## config.mk

```make
export PLATFORM = sky130hd
export DESIGN_NAME = vrdac_control
export DESIGN_NICKNAME = d
export VERILOG_FILES = /design/src/rtl/vrdac_pkg.sv /design/src/rtl/vrdac_pin_override.sv /design/src/rtl/vrdac_control.sv
export VERILOG_INCLUDE_DIRS = /design/src /design/src/rtl
export SDC_FILE = /design/constraint.sdc
export NUM_CORES = 1
export LEC_CHECK = 0
export ABC_AREA = 1
export CAP_MARGIN = 10
export CORE_ASPECT_RATIO = 1.2
export CORE_MARGIN = 4
export CORE_UTILIZATION = 61
export DETAILED_ROUTE_END_ITERATION = 10
export DONT_BUFFER_PORTS = 1
export PLACE_DENSITY_LB_ADDON = 0.3
export SYNTH_ARGS = -nofsm -noshare
export SYNTH_HDL_FRONTEND = slang
export SYNTH_SLANG_ARGS = --single-unit
```

## constraint.sdc

```tcl
create_clock -name clk -period 2.5 [get_ports clk]
set_input_delay 0.625 -clock clk [delete_from_list [all_inputs] [get_ports clk]]
set_output_delay 0.625 -clock clk [all_outputs]
set_load 0.02 [all_outputs]
```

## src/rtl/vrdac_regs.svh

```systemverilog
`ifndef VRDAC_REGS_SVH
`define VRDAC_REGS_SVH

// Word byte addresses on the Wishbone slave
`define VRDAC_OFF_CONTROL0 4'h0
`define VRDAC_OFF_LEVEL 4'h4

// Field positions in control register 0
`define VRDAC_BIT_ENABLE 7
`define VRDAC_BIT_PIN_ONE 5
`define VRDAC_BIT_PIN_TWO 4
`define VRDAC_BIT_PSS 2

// Implemented bits of each register
`define VRDAC_CONTROL0_MASK 8'hB4
`define VRDAC_LEVEL_MASK 8'h1F

// Reset values
`define VRDAC_CONTROL0_RESET 8'h00
`define VRDAC_LEVEL_RESET 8'h00

`endif

```

## src/rtl/vrdac_pkg.sv

```systemverilog
package vrdac_pkg;

	typedef enum logic {
		VRDAC_SRC_SUPPLY,
		VRDAC_SRC_EXT_PIN
	} vrdac_source_type;

	typedef struct packed {
		logic [7:0] control0;
		logic [7:0] level;
		logic ack;
	} vrdac_state_type;

endpackage

```

## src/rtl/vrdac_pin_override.sv

```systemverilog
`timescale 1ns/1ps

module vrdac_pin_override (
	input wire logic connect,
	input wire logic port_out,
	input wire logic port_oe,
	input wire logic pullup_en,
	input wire logic pad_in,
	output logic pad_out,
	output logic pad_oe,
	output logic pad_pullup,
	output logic pad_analog,
	output logic read_value
);

	// Analog output takes the pad away from the digital port
	always_comb begin
		pad_analog = connect;
		pad_out = connect ? 1'b0 : port_out;
		pad_oe = connect ? 1'b0 : port_oe;
		pad_pullup = connect ? 1'b0 : pullup_en;
		read_value = connect ? 1'b0 : pad_in;
	end

endmodule

```

## src/rtl/vrdac_control.sv

```systemverilog
// Local design decisions: the Wishbone interface to the registers and the register offsets.
`timescale 1ns/1ps
`include "vrdac_regs.svh"

// Operation
// - Control0 is 8 bits: enable bit 7, pin connects 5 and 4, source select 2.
// - Level register holds the 5-bit level code in bits 4 to 0.
// - Source select 1 picks external reference pin, 0 picks supply rail.
// - Level code picks the output level; software reads and writes it.
// - Level register bits 7 to 5 ignore writes and read zero.
// - Control0 bits 6, 3, 1, 0 ignore writes and read zero.
// - All implemented bits of both registers reset to zero.
// - Converter active only while enable is set.
// - Pin connect drives converter onto pin, overrides digital, reads zero.
// - Output equals negative source plus difference times code over 32.
// - Reset disables converter, disconnects both pins, clears the level code.
module vrdac_control (
	input wire logic clk,
	input wire logic rst_n,
	input wire logic wb_cyc_i,
	input wire logic wb_stb_i,
	input wire logic wb_we_i,
	input wire logic [3:0] wb_adr_i,
	input wire logic [3:0] wb_sel_i,
	input wire logic [31:0] wb_dat_i,
	output logic [31:0] wb_dat_o,
	output logic wb_ack_o,
	output logic wb_err_o,
	output logic converter_enable,
	output logic ladder_top_ext_pin,
	output logic [4:0] ladder_tap,
	output logic ladder_zero,
	input wire logic [1:0] port_out,
	input wire logic [1:0] port_oe,
	input wire logic [1:0] pullup_en,
	input wire logic [1:0] pad_in,
	output logic [1:0] pad_out,
	output logic [1:0] pad_oe,
	output logic [1:0] pad_pullup,
	output logic [1:0] pad_analog,
	output logic [1:0] pin_read
);

	vrdac_pkg::vrdac_state_type state_q, state_d;
	logic req;
	logic hit_c0;
	logic hit_lv;
	logic [1:0] pad_in_q1, pad_in_q2, pad_in_q3;
	logic [1:0] pad_in_sync;
	logic [1:0] connect;
	logic [31:0] rdata_q;
	vrdac_pkg::vrdac_source_type src;

	function automatic logic [7:0] merge_write(input logic [7:0] old, input logic [7:0] wdata,
			input logic lane, input logic [7:0] mask);
		merge_write = lane ? (wdata & mask) : old;
	endfunction

	assign req = wb_cyc_i && wb_stb_i && !state_q.ack;
	assign hit_c0 = (wb_adr_i == `VRDAC_OFF_CONTROL0);
	assign hit_lv = (wb_adr_i == `VRDAC_OFF_LEVEL);

	always_comb begin
		state_d = state_q;
		state_d.ack = req;
		if (req && wb_we_i && hit_c0) begin
			state_d.control0 = merge_write(state_q.control0, wb_dat_i[7:0], wb_sel_i[0],
				`VRDAC_CONTROL0_MASK);
		end
		if (req && wb_we_i && hit_lv) begin
			state_d.level = merge_write(state_q.level, wb_dat_i[7:0], wb_sel_i[0],
				`VRDAC_LEVEL_MASK);
		end
	end

	always_ff @(posedge clk or negedge rst_n) begin
		if (!rst_n) begin
			state_q.control0 <= `VRDAC_CONTROL0_RESET;
			state_q.level <= `VRDAC_LEVEL_RESET;
			state_q.ack <= 1'b0;
			rdata_q <= 32'h00000000;
		end else begin
			state_q <= state_d;
			if (req && !wb_we_i) begin
				if (hit_c0) begin
					rdata_q <= {24'h000000, state_q.control0 & `VRDAC_CONTROL0_MASK};
				end else if (hit_lv) begin
					rdata_q <= {24'h000000, state_q.level & `VRDAC_LEVEL_MASK};
				end else begin
					rdata_q <= 32'h00000000;
				end
			end
		end
	end

	// Pin input sampler, three stages plus a register updated while stages two and three agree
	always_ff @(posedge clk or negedge rst_n) begin
		if (!rst_n) begin
			pad_in_q1 <= 2'h0;
			pad_in_q2 <= 2'h0;
			pad_in_q3 <= 2'h0;
			pad_in_sync <= 2'h0;
		end else begin
			pad_in_q1 <= pad_in;
			pad_in_q2 <= pad_in_q1;
			pad_in_q3 <= pad_in_q2;
			for (int i = 0; i < 2; i++) begin
				if (pad_in_q2[i] == pad_in_q3[i]) begin
					pad_in_sync[i] <= pad_in_q3[i];
				end
			end
		end
	end

	assign wb_ack_o = state_q.ack;
	assign wb_err_o = 1'b0;
	assign wb_dat_o = rdata_q;

	assign converter_enable = state_q.control0[`VRDAC_BIT_ENABLE];
	assign src = state_q.control0[`VRDAC_BIT_PSS] ? vrdac_pkg::VRDAC_SRC_EXT_PIN
		: vrdac_pkg::VRDAC_SRC_SUPPLY;
	assign ladder_top_ext_pin = (src == vrdac_pkg::VRDAC_SRC_EXT_PIN);
	// Tap k of 32 gives Vneg + (Vpos - Vneg) * k / 32
	assign ladder_tap = converter_enable ? state_q.level[4:0] : 5'h00;
	assign ladder_zero = !converter_enable;
	assign connect = {state_q.control0[`VRDAC_BIT_PIN_TWO], state_q.control0[`VRDAC_BIT_PIN_ONE]};

	vrdac_pin_override u_pin_one (
		.connect(connect[0]),
		.port_out(port_out[0]),
		.port_oe(port_oe[0]),
		.pullup_en(pullup_en[0]),
		.pad_in(pad_in_sync[0]),
		.pad_out(pad_out[0]),
		.pad_oe(pad_oe[0]),
		.pad_pullup(pad_pullup[0]),
		.pad_analog(pad_analog[0]),
		.read_value(pin_read[0])
	);

	vrdac_pin_override u_pin_two (
		.connect(connect[1]),
		.port_out(port_out[1]),
		.port_oe(port_oe[1]),
		.pullup_en(pullup_en[1]),
		.pad_in(pad_in_sync[1]),
		.pad_out(pad_out[1]),
		.pad_oe(pad_oe[1]),
		.pad_pullup(pad_pullup[1]),
		.pad_analog(pad_analog[1]),
		.read_value(pin_read[1])
	);

	a_ack_one_cycle: assert property (@(posedge clk) disable iff (!rst_n)
		wb_ack_o |=> !wb_ack_o) else $error("ack held two cycles");
	a_ack_follows_req: assert property (@(posedge clk) disable iff (!rst_n)
		(wb_cyc_i && wb_stb_i && !wb_ack_o) |=> wb_ack_o) else $error("no ack after request");
	a_level_write: assert property (@(posedge clk) disable iff (!rst_n)
		(req && wb_we_i && hit_lv && wb_sel_i[0]) |=> state_q.level == {3'h0, $past(wb_dat_i[4:0])})
		else $error("level write lost");
	a_level_unimpl: assert property (@(posedge clk) disable iff (!rst_n)
		state_q.level[7:5] == 3'h0) else $error("level upper bits set");
	a_ctrl_unimpl: assert property (@(posedge clk) disable iff (!rst_n)
		(state_q.control0 & ~`VRDAC_CONTROL0_MASK) == 8'h00) else $error("control unimpl bit set");
	a_ctrl_write: assert property (@(posedge clk) disable iff (!rst_n)
		(req && wb_we_i && hit_c0 && wb_sel_i[0]) |=> (converter_enable == $past(wb_dat_i[7])
		&& connect == {$past(wb_dat_i[4]), $past(wb_dat_i[5])}
		&& ladder_top_ext_pin == $past(wb_dat_i[2])))
		else $error("control write lost");
	a_src_select: assert property (@(posedge clk) disable iff (!rst_n)
		ladder_top_ext_pin == state_q.control0[2]) else $error("source select wrong");
	a_tap_disabled: assert property (@(posedge clk) disable iff (!rst_n)
		!converter_enable |-> (ladder_tap == 5'h00 && ladder_zero)) else $error("disabled ladder active");
	a_tap_enabled: assert property (@(posedge clk) disable iff (!rst_n)
		converter_enable |-> ladder_tap == state_q.level[4:0]) else $error("tap mismatch");
	a_pin_override: assert property (@(posedge clk) disable iff (!rst_n)
		connect[0] |-> (pin_read[0] == 1'b0 && pad_oe[0] == 1'b0 && pad_pullup[0] == 1'b0 && pad_analog[0]))
		else $error("pin one not overridden");
	a_pin_two_override: assert property (@(posedge clk) disable iff (!rst_n)
		connect[1] |-> (pin_read[1] == 1'b0 && pad_oe[1] == 1'b0 && pad_pullup[1] == 1'b0 && pad_analog[1]))
		else $error("pin two not overridden");
	a_pin_passthrough: assert property (@(posedge clk) disable iff (!rst_n)
		(connect == 2'h0) |-> (pad_out == port_out && pad_oe == port_oe
		&& pad_pullup == pullup_en && pad_analog == 2'h0))
		else $error("free pin not passed through");
	a_reset_clear: assert property (@(posedge clk)
		$rose(rst_n) |-> (!converter_enable && pad_analog == 2'h0 && state_q.level == 8'h00))
		else $error("reset did not clear");

endmodule

```

---- After elaboration in Yosys (flattened, before gate mapping) ----
Index checks and enable logic that the tools add are counted.
operators by class
  reduce and logical (&&, ||, !) cells .... 12
  equal/unequal tests ..................... 3
  multiplexer cells ....................... 12
operators with widths
  kind                                                                   number
  32-bit 2-to-1 mux                                                      1
  5-bit 2-to-1 mux                                                       2
  1-bit 2-to-1 mux                                                       9
  1-bit logical AND                                                      6
  4-bit by 3-bit equality test with 1-bit output, second input constant  1
  4-bit logical NOT                                                      1
  2-bit AND reduction                                                    2
  1-bit logical NOT                                                      3
  1-bit equality test                                                    2
storage, ports and cells
  input port bits ......................... 53
  output and inout bits ................... 52
  flip-flop bits (word level) ............. 50
  word-level logic and storage cells ...... 36

---- Logic depth before layout (Yosys ltp) ----
  depth after elaboration ................. 5
  mapped depth ............................ 7

---- Modules after synthesis ----
A second synthesis with hierarchy kept.
second synthesis, totals
  cells, all modules ...................... 161
  area total of the unflattened synthesis .. 1396.3 µm²
by module, submodules not included
  module              area each (µm²)  cells each  sequential area each (µm²)  instances
  vrdac_control       1321.3           143         625.6                       1
  vrdac_pin_override  37.5             9           0.0                         2

---- Worst setup path before layout ----
OpenSTA, ideal clock, no wires.
  path kind ............................... register -> output
  start ................................... register state_q, in the netlist converter_enable
  end ..................................... output port ladder_tap[0]
  data arrival time ....................... 889 ps
  data required time ...................... 1875 ps
  slack ................................... 986 ps
  stages on the path, launching flop included .. 4
  cells stage by stage .................... dfrtp_1 -> clkbuf_1 -> nand2_1 -> inv_1
between the ends
  cells in the longest elaborated chain, start to end .. 1
RTL lines
  item                    line                  source
  start, declared         vrdac_control.sv:44   vrdac_pkg::vrdac_state_type state_q, state_d;
  start signal, assigned  vrdac_control.sv:83   state_q <= state_d;
  5-bit 2-to-1 mux        vrdac_control.sv:124  assign ladder_tap = converter_enable ? state_q.level[4:0] : 5'h00;
  end, declared           vrdac_control.sv:31   output logic [4:0] ladder_tap,
No other way between the ends.

---- Worst setup path after layout ----
  start ................................... register state_q, in the netlist connect[0]
  end ..................................... output port pin_read[0]
between the ends
  cells in the longest elaborated chain, start to end .. 1
RTL lines
  item              line                      source
  1-bit 2-to-1 mux  vrdac_pin_override.sv:22  read_value = connect ? 1'b0 : pad_in;
  end, declared     vrdac_control.sv:41       output logic [1:0] pin_read
No other way between the ends.

==> metrics.md <==
| Metric | Value |
|---|---|
| First-pass GRT wire length | `3.422 mm` |
| HP Start | `pad_in[1]` |
| Vias in the first global route | `781` |
| Post_cts resized | `0` |
| IO Pins | `105` |
| YS warnings | `0` |
| Worst-Margin Slew | `1.080 ns` |
| TritonRoute pass-1 iters | `4` |
| IO Port Bufs | `0` |
| Die area | `3237 um2` |
| Clock root buffer master | `clkbuf_4` |
| Most frequent cells in the layout | `nand2_1, conb_1, dfrtp_1, inv_1, nand3_1` |
| Status | `finished clean` |
| Syn Std Cell Area | `1456 um2` |
| Leak Pwr | `0.0007227 uW` |
| Power, Total | `777.4 uW` |
| PwrDens | `586.7 nW/um2` |
| Max Clock Freq | `533.1 MHz` |
| Flop-to-flop setup slack | `1.22 ns` |
| CP max stage delay | `0.55 ns` |
| Peak supply drop | `0.0004782 V` |
| Hold endpoint | `pad_in_q1[1]` |
| Unrepaired setup endpoints after global routing | `no` |
| Crit-path cells | `nor2_1` |
| Final antenna-violating net count | `0` |
| Crit. End Element | `primary output` |
| Drt via density | `4.579` |
| Fin Clk Skew | `0.007883 ns` |
| Num rows | `19` |
| CTS tree | `built` |
| HP Class | `input port to flip-flop` |
| Minimum clock period | `1.876 ns` |
| Synthesized netlist cell count | `169` |
| Area grow syn2layout | `-9.021%` |
| Worst Reg2Reg Path Length in Cells | `5` |
| Worst flop-to-flop path endpoint | `state_q[2]` |
| Worst path slowest cell | `dfrtp_1` |
| Max cap viols | `0` |
| Max FO, Critical Path | `7` |
| Initial antenna violation count | `0` |
| Num CTS Buffers | `3` |
| Share of cells above drive strength 1 | `13.21%` |
| Setup crit start kind | `flip-flop` |
| DP Area | `1287 um2` |
| Drt first-iter violations | `6` |
| CTS H-Tree Depth | `1` |
| Clk_lat worst skew | `0.32 ns` |
| Commonest non-fill, non-tap cell in the layout | `nand2_1` |
| Die Y | `61.53 um` |
| WL/cell | `11.97 um` |
| Gp weighted congestion | `0.7414` |
| DP Wirelength | `1.875 mm` |
| Slew Viols, Final | `0` |
| Reg2reg start | `wb_ack_o` |
| Setup_tns | `0 ns` |
| Clock Pin Slew Worst Setup and Hold Paths | `0.12 ns` |
| Core Area | `2282 um2` |
| CP Class | `flip-flop to primary output` |
| Final Hold Fails | `0` |
| GRT overflow | `0` |
| Starting Density | `63.82%` |
| Max clock buf depth | `2` |
| Final setup fails | `0` |
| Worst EP required | `1.88 ns` |
| Sequential fraction of the synthesis area | `42.96%` |
| Avg Cell Area, Syn | `8.618 um2` |
| Global-route usage over all layers | `14.55%` |
| Final Cell Area | `1325 um2` |
| Tcrit/Tclk final | `75.03%` |
| Diodes inserted | `0` |
| Via Count | `870` |
| Crit path buffers/inverters | `0` |
| Synth Register Bits | `25` |
| Distinct cells, synth | `21` |
| Worst relative slew slack | `27.74%` |
| Die width | `52.61 um` |
| CP arrival | `1.25 ns` |
| Delay-heaviest family, CP | `flip-flops` |
| Nets | `213` |
| WL final | `2.274 mm` |
| Clock Sinks | `25` |
| WHS Path Cells | `0` |
| Largest net degree at the start of global routing | `26` |
| # DRC | `0` |
per-stage QoR:
step | utilization [%] | hold slack, ns | cells | worst slack (ns)
finish | 58.06 | 0.3254 | 190 | 0.6242
global placement | 56.41 | 0.3301 | 185 | 0.9247
floorplan | - | 0.3294 | 194 | 0.9856
CTS | 58.06 | 0.3076 | 190 | 0.5967
detailed placement | 56.41 | 0.3301 | 185 | 0.9180
global route | 58.06 | 0.2832 | 190 | 0.5201
Yosys cell counts:
library cell / n / area (um2)
nor2_2: 3 / 18.77
conb_1: 1 / 3.750
buf_4: 36 / 270.3
buf_6: 2 / 22.52
nand3_1: 14 / 70.07
o21ai_2: 5 / 43.79
maj3_1: 2 / 20.02
dfrtp_1: 25 / 625.6
clkbuf_1: 1 / 3.750
inv_1: 20 / 75.07
nand2_1: 32 / 120.1
nor2_4: 2 / 22.52
inv_2: 3 / 11.26
clkinv_2: 1 / 5.000
buf_2: 1 / 5.000
o21ai_1: 4 / 20.02
o21bai_1: 5 / 37.54
clkinv_1: 1 / 3.750
nand3_4: 2 / 35.03
nor2_1: 8 / 30.03
nand4_2: 1 / 12.51
where the power goes:
part,total (uW),switching [uW],internal (uW)
clock network,175,115,59.9
registers,470,37.8,432
logic,132,105,27.4
how the worst max path moves through the flow:
stage | start | to | slack (ns) | cells after the start
floorplan | converter_enable | ladder_tap[0] | 0.99 | 3
global placement | port_oe[0] | pad_oe[0] | 0.92 | 2
detailed placement | wb_adr_i[1] | state_q[1] | 0.92 | 5
CTS | converter_enable | ladder_tap[4] | 0.60 | 2
global route | converter_enable | ladder_tap[2] | 0.52 | 2
finish | connect[0] | pin_read[0] | 0.62 | 1
metal layers:
layer | global-route usage [%] | wire, um | vias to the layer above | part of all wire, %
met1 | 17.03 | 828 | 390 | 36
met3 | 4.843 | 245 | 5 | 11
met2 | 23.76 | 1153 | 42 | 51
met5 | 0 | 0 | - | 0
li1 | - | - | 433 | -
met4 | 7.664 | 48 | 0 | 2.1
flip-flops by register name (all words and copies together), names as in the netlist:
signal	flops
pad_in_q1	2
wb_dat_o	7
pad_in_sync	2
state_q	6
connect	2
pad_in_q2	2
wb_ack_o	1
pad_in_q3	2
converter_enable	1
what timing repair did:
action | CTS | global route
hold endpoints to repair | 25 | 0
hold buffers | 1 | 0
buffers inserted | 0 | 0
final cells by class:
| type | count | area [um2] |
|---|---|---|
| repair buffers | 1 | 10.01 |
| fillers | 212 | 957.2 |
| flip-flops and latches | 25 | 625.6 |
| inverters | 25 | 95.09 |
| clock inverters | 1 | 5.005 |
| multi-input cells | 104 | 528.0 |
| clock buffers | 3 | 22.52 |
| well taps | 31 | 38.79 |
cells by family (layout without fill, tap and decap cells):
family	count (synthesis)	after routing	share of synthesized area, %
buf+inv	65	30	27.23
simple gates	62	62	21.22
flops	25	25	42.96
compound gates	14	14	6.959
fa+ha+maj	2	2	1.375
other cells	1	26	0.2575
No activity file was read; power rests on OpenSTA's default activity.
